File: src/shared/pmbta_cfg.svh
/*
 * constants of the program memory byte table access block.
 * assumes inclusion by bare name from the package and design files.
 */
`ifndef PMBTA_CFG_SVH
`define PMBTA_CFG_SVH

`define PMBTA_WORD_W     16
`define PMBTA_BYTE_W     8
`define PMBTA_ADDR_W     15
`define PMBTA_HOLD_DEPTH 32
`define PMBTA_LATCH_RST  8'h00
`define PMBTA_HOLD_RST   8'h00
`define PMBTA_FETCH_CYC  1

`endif

File: src/shared/pmbta_pkg.sv
/*
 * types of the program memory byte table access block.
 * assumes pmbta_cfg.svh is on the include path.
 */
`include "pmbta_cfg.svh"

package pmbta_pkg;
  typedef enum logic [1:0] {
    ST_IDLE,
    ST_FETCH,
    ST_WAIT
  } pmbta_state_t;
endpackage

File: src/hw/pmbta_hold_buf.sv
/*
 * write-block holding registers, byte addressed, written by table writes.
 * assumes a single clock, synchronous active-low reset, enable freezes.
 */
`timescale 1ns/10ps
`include "pmbta_cfg.svh"

module pmbta_hold_buf #(
  parameter int DEPTH = `PMBTA_HOLD_DEPTH,
  parameter int AW    = $clog2(DEPTH)
) (
  // clock and reset
  input  wire logic                     clk_sys,
  input  wire logic                     reset_n,
  input  wire logic                     clkEn,
  // byte write
  input  wire logic                     wrEn,
  input  wire logic [AW-1:0]            wrIdx,
  input  wire logic [`PMBTA_BYTE_W-1:0] wrByte,
  // commit-side read
  input  wire logic [AW-1:0]            rdIdx,
  output logic      [`PMBTA_BYTE_W-1:0] rdByte
);

  logic [`PMBTA_BYTE_W-1:0] holdMem_q [DEPTH];

  initial begin
    if (DEPTH < 2 || (DEPTH % 2) != 0)
      $error("holding depth must be even and at least 2");
  end

  // ==========================================================
  // storage
  for (genvar i = 0; i < DEPTH; i++) begin : g_hold
    always_ff @(posedge clk_sys) begin
      if (!reset_n)
        holdMem_q[i] <= `PMBTA_HOLD_RST;
      else if (clkEn && wrEn && wrIdx == AW'(i))
        holdMem_q[i] <= wrByte;
    end
  end

  assign rdByte = holdMem_q[rdIdx];

endmodule

File: src/hw/pmbta_table_access.sv
/*
 * byte-wide table read and write path between 16-bit program memory
 * and 8-bit data space, through one byte latch.
 * assumes core gives the byte address; commit sequence reads holdRdByte.
 */
`timescale 1ns/10ps
`include "pmbta_cfg.svh"

module pmbta_table_access #(
  parameter int ADDR_W     = `PMBTA_ADDR_W,
  parameter int HOLD_DEPTH = `PMBTA_HOLD_DEPTH,
  parameter int HOLD_AW    = $clog2(HOLD_DEPTH)
) (
  // clock and reset
  input  wire logic                     clk_sys,
  input  wire logic                     reset_n,
  input  wire logic                     clkEn,
  // core requests
  input  wire logic                     program_memory_byte_read,
  input  wire logic                     program_memory_byte_write,
  input  wire logic [ADDR_W:0]          byteAddr,
  input  wire logic                     latchWrEn,
  input  wire logic [`PMBTA_BYTE_W-1:0] latchWrData,
  // program memory port
  output logic                          memRdEn,
  output logic      [ADDR_W-1:0]        memWordAddr,
  input  wire logic [`PMBTA_WORD_W-1:0] memRdWord,
  // results
  output logic      [`PMBTA_BYTE_W-1:0] table_byte_latch,
  output logic                          busy,
  output logic                          readDone,
  output logic                          writeDone,
  // holding register read for the commit sequence
  input  wire logic [HOLD_AW-1:0]       holdRdIdx,
  output logic      [`PMBTA_BYTE_W-1:0] holdRdByte
);

  initial begin
    if (ADDR_W < 1 || HOLD_DEPTH < 2 || HOLD_DEPTH % 2 != 0)
      $error("unsupported table access parameters");
    if (HOLD_AW != $clog2(HOLD_DEPTH) || HOLD_AW > ADDR_W + 1)
      $error("holding index does not fit the byte address");
  end

  // ==========================================================
  // state
  pmbta_pkg::pmbta_state_t   state_q, state_d;
  logic [`PMBTA_BYTE_W-1:0]  latch_q, latch_d;
  logic                      hiSel_q;
  logic [ADDR_W-1:0]         wordAddr_q;
  logic                      memRdEn_q, readDone_q, writeDone_q;
  logic                      busy_q;

  // ==========================================================
  // decode
  function automatic logic [`PMBTA_BYTE_W-1:0] pick_byte(
    input logic [`PMBTA_WORD_W-1:0] word,
    input logic                     hi
  );
    pick_byte = hi ? word[`PMBTA_WORD_W-1:`PMBTA_BYTE_W]
                   : word[`PMBTA_BYTE_W-1:0];
  endfunction

  wire idle      = (state_q == pmbta_pkg::ST_IDLE);
  wire startRd   = idle && program_memory_byte_read;
  // write only when no read pending; read wins a tie
  wire startWr   = idle && !program_memory_byte_read
                   && program_memory_byte_write;
  wire [`PMBTA_BYTE_W-1:0] fetchVal = pick_byte(memRdWord, hiSel_q);
  // any byte address is legal, lsb is the lane select
  wire [ADDR_W-1:0] reqWord = byteAddr[ADDR_W:1];
  wire              reqHi   = byteAddr[0];
  wire [HOLD_AW-1:0] holdIdx = byteAddr[HOLD_AW-1:0];

  always_comb begin
    state_d = state_q;
    latch_d = latch_q;
    unique case (state_q)
      pmbta_pkg::ST_IDLE: begin
        if (startRd)
          state_d = pmbta_pkg::ST_FETCH;
        else if (latchWrEn)
          latch_d = latchWrData;
      end
      pmbta_pkg::ST_FETCH: begin
        state_d = pmbta_pkg::ST_WAIT;
      end
      pmbta_pkg::ST_WAIT: begin
        latch_d = fetchVal;
        state_d = pmbta_pkg::ST_IDLE;
      end
      default: begin
        state_d = pmbta_pkg::ST_IDLE;
      end
    endcase
  end

  // ==========================================================
  // registers
  always_ff @(posedge clk_sys) begin
    if (!reset_n) begin
      state_q     <= pmbta_pkg::ST_IDLE;
      latch_q     <= `PMBTA_LATCH_RST;
      hiSel_q     <= 1'b0;
      wordAddr_q  <= '0;
      memRdEn_q   <= 1'b0;
      readDone_q  <= 1'b0;
      writeDone_q <= 1'b0;
      busy_q      <= 1'b0;
    end else if (clkEn) begin
      state_q     <= state_d;
      latch_q     <= latch_d;
      memRdEn_q   <= startRd;
      readDone_q  <= (state_q == pmbta_pkg::ST_WAIT);
      writeDone_q <= startWr;
      busy_q      <= (state_d != pmbta_pkg::ST_IDLE);
      if (startRd) begin
        wordAddr_q <= reqWord;
        hiSel_q    <= reqHi;
      end
    end
  end

  // holding register write from the latch, never touches memory
  pmbta_hold_buf #(
    .DEPTH (HOLD_DEPTH),
    .AW    (HOLD_AW)
  ) u_hold (
    .clk_sys (clk_sys),
    .reset_n (reset_n),
    .clkEn   (clkEn),
    .wrEn    (startWr),
    .wrIdx   (holdIdx),
    .wrByte  (latch_q),
    .rdIdx   (holdRdIdx),
    .rdByte  (holdRdByte)
  );

  assign memRdEn          = memRdEn_q;
  assign memWordAddr      = wordAddr_q;
  assign table_byte_latch = latch_q;
  assign busy             = busy_q;
  assign readDone         = readDone_q;
  assign writeDone        = writeDone_q;

  // ==========================================================
  // checks
  a_read_fetch_seq: assert property (
    @(posedge clk_sys) disable iff (!reset_n)
    (startRd && clkEn) ##1 clkEn [*2] |=> readDone
  ) else $error("table read did not complete in two cycles");

  a_read_lane_pick: assert property (
    @(posedge clk_sys) disable iff (!reset_n)
    (clkEn && state_q == pmbta_pkg::ST_WAIT) |=>
      latch_q == ($past(hiSel_q)
                  ? $past(memRdWord[`PMBTA_WORD_W-1:`PMBTA_BYTE_W])
                  : $past(memRdWord[`PMBTA_BYTE_W-1:0]))
  ) else $error("latch not loaded with selected byte");

  a_write_no_latch: assert property (
    @(posedge clk_sys) disable iff (!reset_n)
    (clkEn && startWr && !latchWrEn) |=> $stable(latch_q)
  ) else $error("table write altered the latch");

  a_word_addr_map: assert property (
    @(posedge clk_sys) disable iff (!reset_n)
    (clkEn && startRd) |=> memWordAddr == $past(byteAddr[ADDR_W:1])
      && memRdEn
  ) else $error("word address not taken from byte address");

  a_busy_no_mem: assert property (
    @(posedge clk_sys) disable iff (!reset_n)
    memRdEn |-> busy
  ) else $error("memory read outside a table read");

  // ==========================================================
  // read path checks
  a_mem_strobe_pulse: assert property (
    @(posedge clk_sys) disable iff (!reset_n)
    (clkEn && memRdEn) |=> !memRdEn
  ) else $error("memory read strobe longer than one cycle");
  a_fetch_to_wait: assert property (
    @(posedge clk_sys) disable iff (!reset_n)
    (clkEn && state_q == pmbta_pkg::ST_FETCH) |=>
      state_q == pmbta_pkg::ST_WAIT
  ) else $error("fetch not followed by wait");
  a_read_done_pulse: assert property (
    @(posedge clk_sys) disable iff (!reset_n)
    (clkEn && readDone) |=> !readDone
  ) else $error("read done longer than one cycle");
  a_busy_after_take: assert property (
    @(posedge clk_sys) disable iff (!reset_n)
    (clkEn && startRd) |=> busy
  ) else $error("busy not raised by a taken read");

  // ==========================================================
  // latch, write and freeze checks
  a_latch_only_src: assert property (
    @(posedge clk_sys) disable iff (!reset_n)
    (clkEn && !latchWrEn && state_q != pmbta_pkg::ST_WAIT) |=>
      $stable(latch_q)
  ) else $error("latch changed without a source");
  a_latch_wr_load: assert property (
    @(posedge clk_sys) disable iff (!reset_n)
    (clkEn && idle && latchWrEn && !program_memory_byte_read) |=>
      latch_q == $past(latchWrData)
  ) else $error("latch write not loaded");
  a_write_done_set: assert property (
    @(posedge clk_sys) disable iff (!reset_n)
    (clkEn && startWr) |=> writeDone && !memRdEn
  ) else $error("table write did not finish cleanly");
  a_write_refused: assert property (
    @(posedge clk_sys) disable iff (!reset_n)
    (clkEn && !idle) |=> !writeDone
  ) else $error("table write taken while busy");
  a_read_wins_tie: assert property (
    @(posedge clk_sys) disable iff (!reset_n)
    (clkEn && idle && program_memory_byte_read
      && program_memory_byte_write) |=> busy && !writeDone
  ) else $error("write taken against a read");
  a_freeze_all: assert property (
    @(posedge clk_sys) disable iff (!reset_n)
    !clkEn |=> $stable(state_q) && $stable(latch_q)
      && $stable(memRdEn) && $stable(readDone) && $stable(writeDone)
  ) else $error("state moved while clock enable low");

endmodule

File: config.mk
export PLATFORM = sky130hd
export DESIGN_NAME = pmbta_table_access
export DESIGN_NICKNAME = d
export VERILOG_FILES = /design/src/shared/pmbta_pkg.sv /design/src/hw/pmbta_hold_buf.sv /design/src/hw/pmbta_table_access.sv
export VERILOG_INCLUDE_DIRS = /design/src /design/src/shared
export SDC_FILE = /design/constraint.sdc
export NUM_CORES = 1
export LEC_CHECK = 0
export CORE_ASPECT_RATIO = 1.4
export CORE_MARGIN = 1
export CORE_UTILIZATION = 55
export DETAILED_ROUTE_END_ITERATION = 16
export DONT_BUFFER_PORTS = 1
export GPL_TIMING_DRIVEN = 1
export PLACE_DENSITY = 0.81
export REMOVE_ABC_BUFFERS = 1
export SYNTH_ARGS = -nofsm -noshare
export SYNTH_HDL_FRONTEND = slang
export SYNTH_SLANG_ARGS = --single-unit
File: constraint.sdc
create_clock -name clk_sys -period 2.91 [get_ports clk_sys]
set_clock_uncertainty 0.1 [all_clocks]
set_input_delay 0.1455 -clock clk_sys [delete_from_list [all_inputs] [get_ports clk_sys]]
set_output_delay 0.1455 -clock clk_sys [all_outputs]
set_load 0.01 [all_outputs]
=== Yosys cells after proc, flatten, opt, wreduce, memory -nomap -nowiden ===
Memory sizes are Yosys's and may differ from the RTL's.
Cells that the tools add are included.

* Equality and inequality tests: 35
* Muxes and demuxes: 135
* Bitwise operators: 32
* Reductions and logical operators: 43

{| class="wikitable"
|+ Operators with widths
! kind !! number
|-
| $mux W8 || 35
|-
| $mux W1 || 97
|-
| $eq A5 B5 Y1 const B || 16
|-
| $eq A5 B4 Y1 const B || 8
|-
| $logic_and A1 B1 Y1 || 36
|-
| $or A1 B1 Y1 || 32
|-
| $eq A5 B3 Y1 const B || 4
|-
| $pmux W8 S2 || 1
|-
| $eq A5 B2 Y1 const B || 2
|-
| $eq A5 B1 Y1 const B || 1
|-
| $logic_not A5 Y1 || 1
|-
| $ne A2 B2 Y1 const B || 2
|-
| $pmux W2 S2 || 1
|-
| $reduce_and A4 Y1 || 1
|-
| $reduce_bool A2 Y1 || 2
|-
| $eq A2 B1 Y1 const B || 1
|-
| $eq A2 B2 Y1 const B || 1
|-
| $logic_not A2 Y1 || 1
|-
| $mux W2 || 1
|-
| $reduce_and A2 Y1 || 1
|-
| $logic_not A1 Y1 || 1
|}

* Flip-flop bits (word level): 30
* RAM bits: 256
* Output and inout bits: 35
* Logic and storage cells: 254
* Memories: 1

{| class="wikitable"
|+ Memory list
! name !! words !! bits a word !! read ports !! clocked after Yosys merged registers in !! write ports !! line !! RTL
|-
| u_hold.holdMem_q || 32 || 8 || 1 || 0 || 32 || pmbta_hold_buf.sv:25 || <nowiki>logic [`PMBTA_BYTE_W-1:0] holdMem_q [DEPTH];</nowiki>
|}

=== Logic depth before layout (Yosys ltp) ===
* Depth after elaboration: 9
* Mapped depth: 7

=== Modules after synthesis ===
A second synthesis with hierarchy kept.

* Cells, all modules: 883
* Area, all modules: 13230.2 µm²

{| class="wikitable"
|+ By module, submodules not included
! module !! times used !! cells each !! area each (µm²) !! seq. area each (µm²)
|-
| pmbta_hold_buf || 1 || 738 || 11878.9 || 7687.4
|-
| pmbta_table_access || 1 || 145 || 1351.3 || 600.6
|}

=== Least setup slack after synthesis ===
No wires, ideal clock.

* Path type: reg2reg
* Start: register state_q[1]
* End: memory u_hold.holdMem_q[11][0] (netlist bit), enable pin
* Data arrival time: 1.930 ns
* Slack: 0.496 ns
* Stages on the path, launching flop included: 7
* Path buffers: 2
* Period minus slack after synthesis: 2.414 ns
* Path through: dfxtp_1 nor3b_2 nand2_1 or2_2 clkbuf_1 clkbuf_1 o21ai_0

{| class="wikitable"
|+ RTL lines
! element !! line !! RTL
|-
| from (decl) || pmbta_table_access.sv:47 || <nowiki>pmbta_pkg::pmbta_state_t state_q, state_d;</nowiki>
|-
| from (signal assigned) || pmbta_table_access.sv:102 || <nowiki>state_q <= pmbta_pkg::ST_IDLE;</nowiki>
|-
| from (signal assigned) || pmbta_table_access.sv:111 || <nowiki>state_q <= state_d;</nowiki>
|-
| to (decl) || pmbta_hold_buf.sv:25 ||
|}

=== Worst setup path in the final report ===
* Start: register state_q[1]
* End: register latch_q[4], in the netlist table_byte_latch[4]

* Word-level cells in the longest chain between the ends: 4

{| class="wikitable"
|+ Ends and longest elaborated chain
! element !! line !! RTL
|-
| $logic_not A2 Y1 || pmbta_table_access.sv:64, pmbta_table_access.sv:78 ||
|-
| $logic_and A1 B1 Y1 || pmbta_table_access.sv:65 || <nowiki>wire startRd = idle && program_memory_byte_read;</nowiki>
|-
| $ne A2 B2 Y1 (no source line) || - ||
|-
| $reduce_and A4 Y1 (no source line) || - ||
|-
| to (signal assigned) || pmbta_table_access.sv:103 || <nowiki>latch_q <= `PMBTA_LATCH_RST;</nowiki>
|-
| to (signal assigned) || pmbta_table_access.sv:112 || <nowiki>latch_q <= latch_d;</nowiki>
|-
| to (decl) || pmbta_table_access.sv:48 || <nowiki>logic [`PMBTA_BYTE_W-1:0] latch_q, latch_d;</nowiki>
|}

Several ways; a longest one is shown, not always the timed one.
A chain may end at the register's enable or synchronous reset.

==> key figures <==
Run status
  • Run status: complete, no violations

CTS
  • CTS root buf: clkbuf_16
  • Maximum number of buffers from clock root to sink: 3
  • Post-CTS Setup Inserts: 0
  • CTS tree: done
  • Maximum level of the CTS H-tree: 1
  • Clock latency reported for the late side of the worst-skew pair: between 0.5 and 0.6 ns
  • CTS buffer count: 27
  • Clock transition at path regs: 0.06 ns
  • Clock sink count: 286

Worst setup path
  • Critical path launch point type: flop
  • Crit end category: flop
  • Critical path peak fanout: 17
  • Worst Path Class, Setup: flop to flop
  • Slowest-stage cell, CP: dlygate4sd3_1
  • CP Cell Sequence: nor2b_2 > nand2_1 > o211ai_1 > dlygate4sd3_1 > a21boi_0 > dlygate4sd3_1
  • Cell mode on critical path: dlygate4sd3_1
  • Buffers plus inverters on the worst setup path: 2
  • Crit path max-delay family: buffers and inverters
  • Arrival time of the worst setup path: 3.07 ns
  • Delay of the slowest cell on the worst path: slightly below 0.6 ns
  • Required @ worst endpoint: 3.23 ns
  • Register-to-Register Setup Slack: 0.16 ns

Floorplan
  • Standard cell core area: 23300 um^2
  • Standard-cell row count: 66
  • Ports: 86
  • Die area: 24500 um^2
  • DIE HEIGHT: 185 um
  • Floorplan die width: 133 um
  • Starting density of the core: 0.563

STA
  • Highest clock rate: 0.363 GHz
  • Final Max Slew Viols: 0
  • Worst-margin pin slew: 0.869 ns
  • Period utilisation layout: 0.945
  • Total negative setup slack: 0 ns
  • Unrepaired setup endpoints after global routing: no
  • Post-route minimum period: 2.75 ns
  • Number of setup violations in the final report: 0
  • Max-slew headroom: 0.421
  • Total count of hold-check failures in the final report: 0

Detailed routing
  • DRT antenna net count: 0
  • Detailed Routing Iterations Pass 1: 5
  • Wire length per cell after detailed routing: 25.0 um
  • Remaining routing DRC violations: 0
  • Final Routed Wirelength: 32300 um
  • Vias after detailed routing: 7752
  • DR iter-0 viols: just over 1000
  • Vias per inst: ~6

Final layout
  • Post-route standard cell area excluding fillers: around 15000 um^2
  • Layout cells sized above 1: 0.191
  • Post-layout nets: 1018
  • Post-synthesis to final-layout area growth: 15.9%
  • Antenna fix cells: 0

Synth
  • EDFF count, synth: 256
  • Mapped Avg Cell Area: 14.6 um^2
  • Share of synthesized area spent on multiplexers: 0.152
  • Synth warn: 0
  • Post-Synthesis Cells: 896
  • Synthesized-area fraction occupied by adder cells: 0
  • Synthesized cell area: 13100 um^2
  • Main combinational cell family by area after synthesis: simple AND/OR/NAND/NOR gates
  • Part of the Yosys area used for sequential elements: 0.632
  • FFs w/ async S/R, synth: 0
  • Area fraction in compound gates after synthesis: 0.0336
  • Flops & latches, synth: between 200 and 300
  • Area fraction in and, or, nand and nor cells after synthesis: 0.162
  • XOR/XNOR share of the synthesized area: 0
  • Prevailing post-synth register cell: edfxtp_1
  • Yosys cell types: 26

Power and ir drop
  • Power per cell area: 608 nW/um^2
  • P_leak: 5.43 nW
  • Maximum VDD drop: 0.000583 V

Run
  • Max_cap viols: 0

Hold path
  • Worst min path class: input pin to flop

Placement
  • Instance area after placement: 13600 um^2
  • DPL Wire Length: slightly below 20000 um
  • Input/output buffers: 0
  • Final estimated routing congestion in global placement: 0.870

Global routing
  • Remaining global-route overflow: 0
  • Initial antenna violation count: 0
  • Overall Global Routing Usage: 0.275
  • Vias in the first global route: 8157
  • Global-route wire length before repair: 48800 um
  • Maximum number of pins on one net before global-route repair: 65
cells in the final DEF (no fill, tap or decap), types with 27 or more instances in the layout:
master         count
and2_1           258
edfxtp_1         256
mux4_2            80
dlygate4sd3_1     60
nand2_1           59
buf_4             43
nor2_1            36
o21ai_0           33
a21boi_0          27
clkbuf_16         27
where the power goes:
group          switching [mW]  internal (mW)  total (mW)
registers               0.133           4.60        4.74
logic                   0.248          0.295       0.543
clock network            1.52           2.45        3.97
stage by stage:
stage	hold slack (ns)	std cells	total power [mW]	setup slack (ns)	util
2_1_floorplan	0.167	834	5.06	0.681	-
3_3_place_gp	0.180	1183	5.26	0.838	0.583
3_5_place_dp	0.185	1183	5.28	0.733	0.583
4_1_cts	0.0590	1293	9.25	0.0926	0.653
5_1_grt	0.0848	1293	9.46	0.00205	0.653
6_report	0.0608	1293	9.24	0.159	0.653
area by class of cell:
type / instances / area [um^2]
clock buffers: 34 / 752
clock inverters: 15 / 263
fillers: 1558 / 8080
inverters: 1 / 3.75
multi-input cells: 547 / 4570
flip-flops and latches: 286 / 8300
well taps: 306 / 383
repair buffers: 104 / 943
registers in the layout, summed over array words and instances (netlist names):
name	flops
u_hold.holdMem_q	256
memWordAddr	15
table_byte_latch	8
state_q	2
busy	1
hiSel_q	1
memRdEn	1
readDone	1
writeDone	1
cells in the mapped netlist, types with 10 or more instances:
library cell | n | share of area
nor2b_1 | 10 | 0.0048
and2_1 | 258 | 0.12
mux4_2 | 80 | 0.14
edfxtp_1 | 256 | 0.59
nand2_1 | 59 | 0.017
dfxtp_1 | 30 | 0.046
o21ai_0 | 33 | 0.013
mux2i_1 | 10 | 0.0076
nor2_1 | 36 | 0.010
a21boi_0 | 27 | 0.015
clkbuf_1 | 47 | 0.013
routing by layer:
metal / part of all wire / track usage
met1: 0.36 / 0.339
met2: 0.52 / 0.491
met3: 0.077 / 0.0377
met4: 0.039 / 0.112
met5: 0 / 0
worst reg2reg max path: cells and delay by family (launching register included):
| kind | cells | cell delay [ns] |
|---|---|---|
| AO/OA/AOI/OAI | 2 | 0.24 |
| AND/OR/NAND/NOR | 2 | 0.71 |
| flip-flops | 1 | 0.44 |
| buffers and inverters | 2 | 1.16 |
what timing repair did:
item                                   4_1_cts  5_1_grt
endpoints found under the hold margin      286        0
setup endpoints to repair                    0        8
hold buffers                                61        0
gates resized for setup                      0        1
worst paths after layout:
kind | from | to | cells past startpoint
worst max-delay path | state_q[1] | table_byte_latch[4] | 6
worst min register to register | memWordAddr[0] | memWordAddr[0] | 2
worst min-delay path | program_memory_byte_read | memWordAddr[2] | 3
worst max register to register | state_q[1] | table_byte_latch[4] | 6
cell families after synthesis:
family | count (synthesis)
AO/OA/AOI/OAI | 70
buffers and inverters | 63
flip-flops | 286
multiplexers | 98
AND/OR/NAND/NOR | 379
Power figures use the tool's default switching activity.
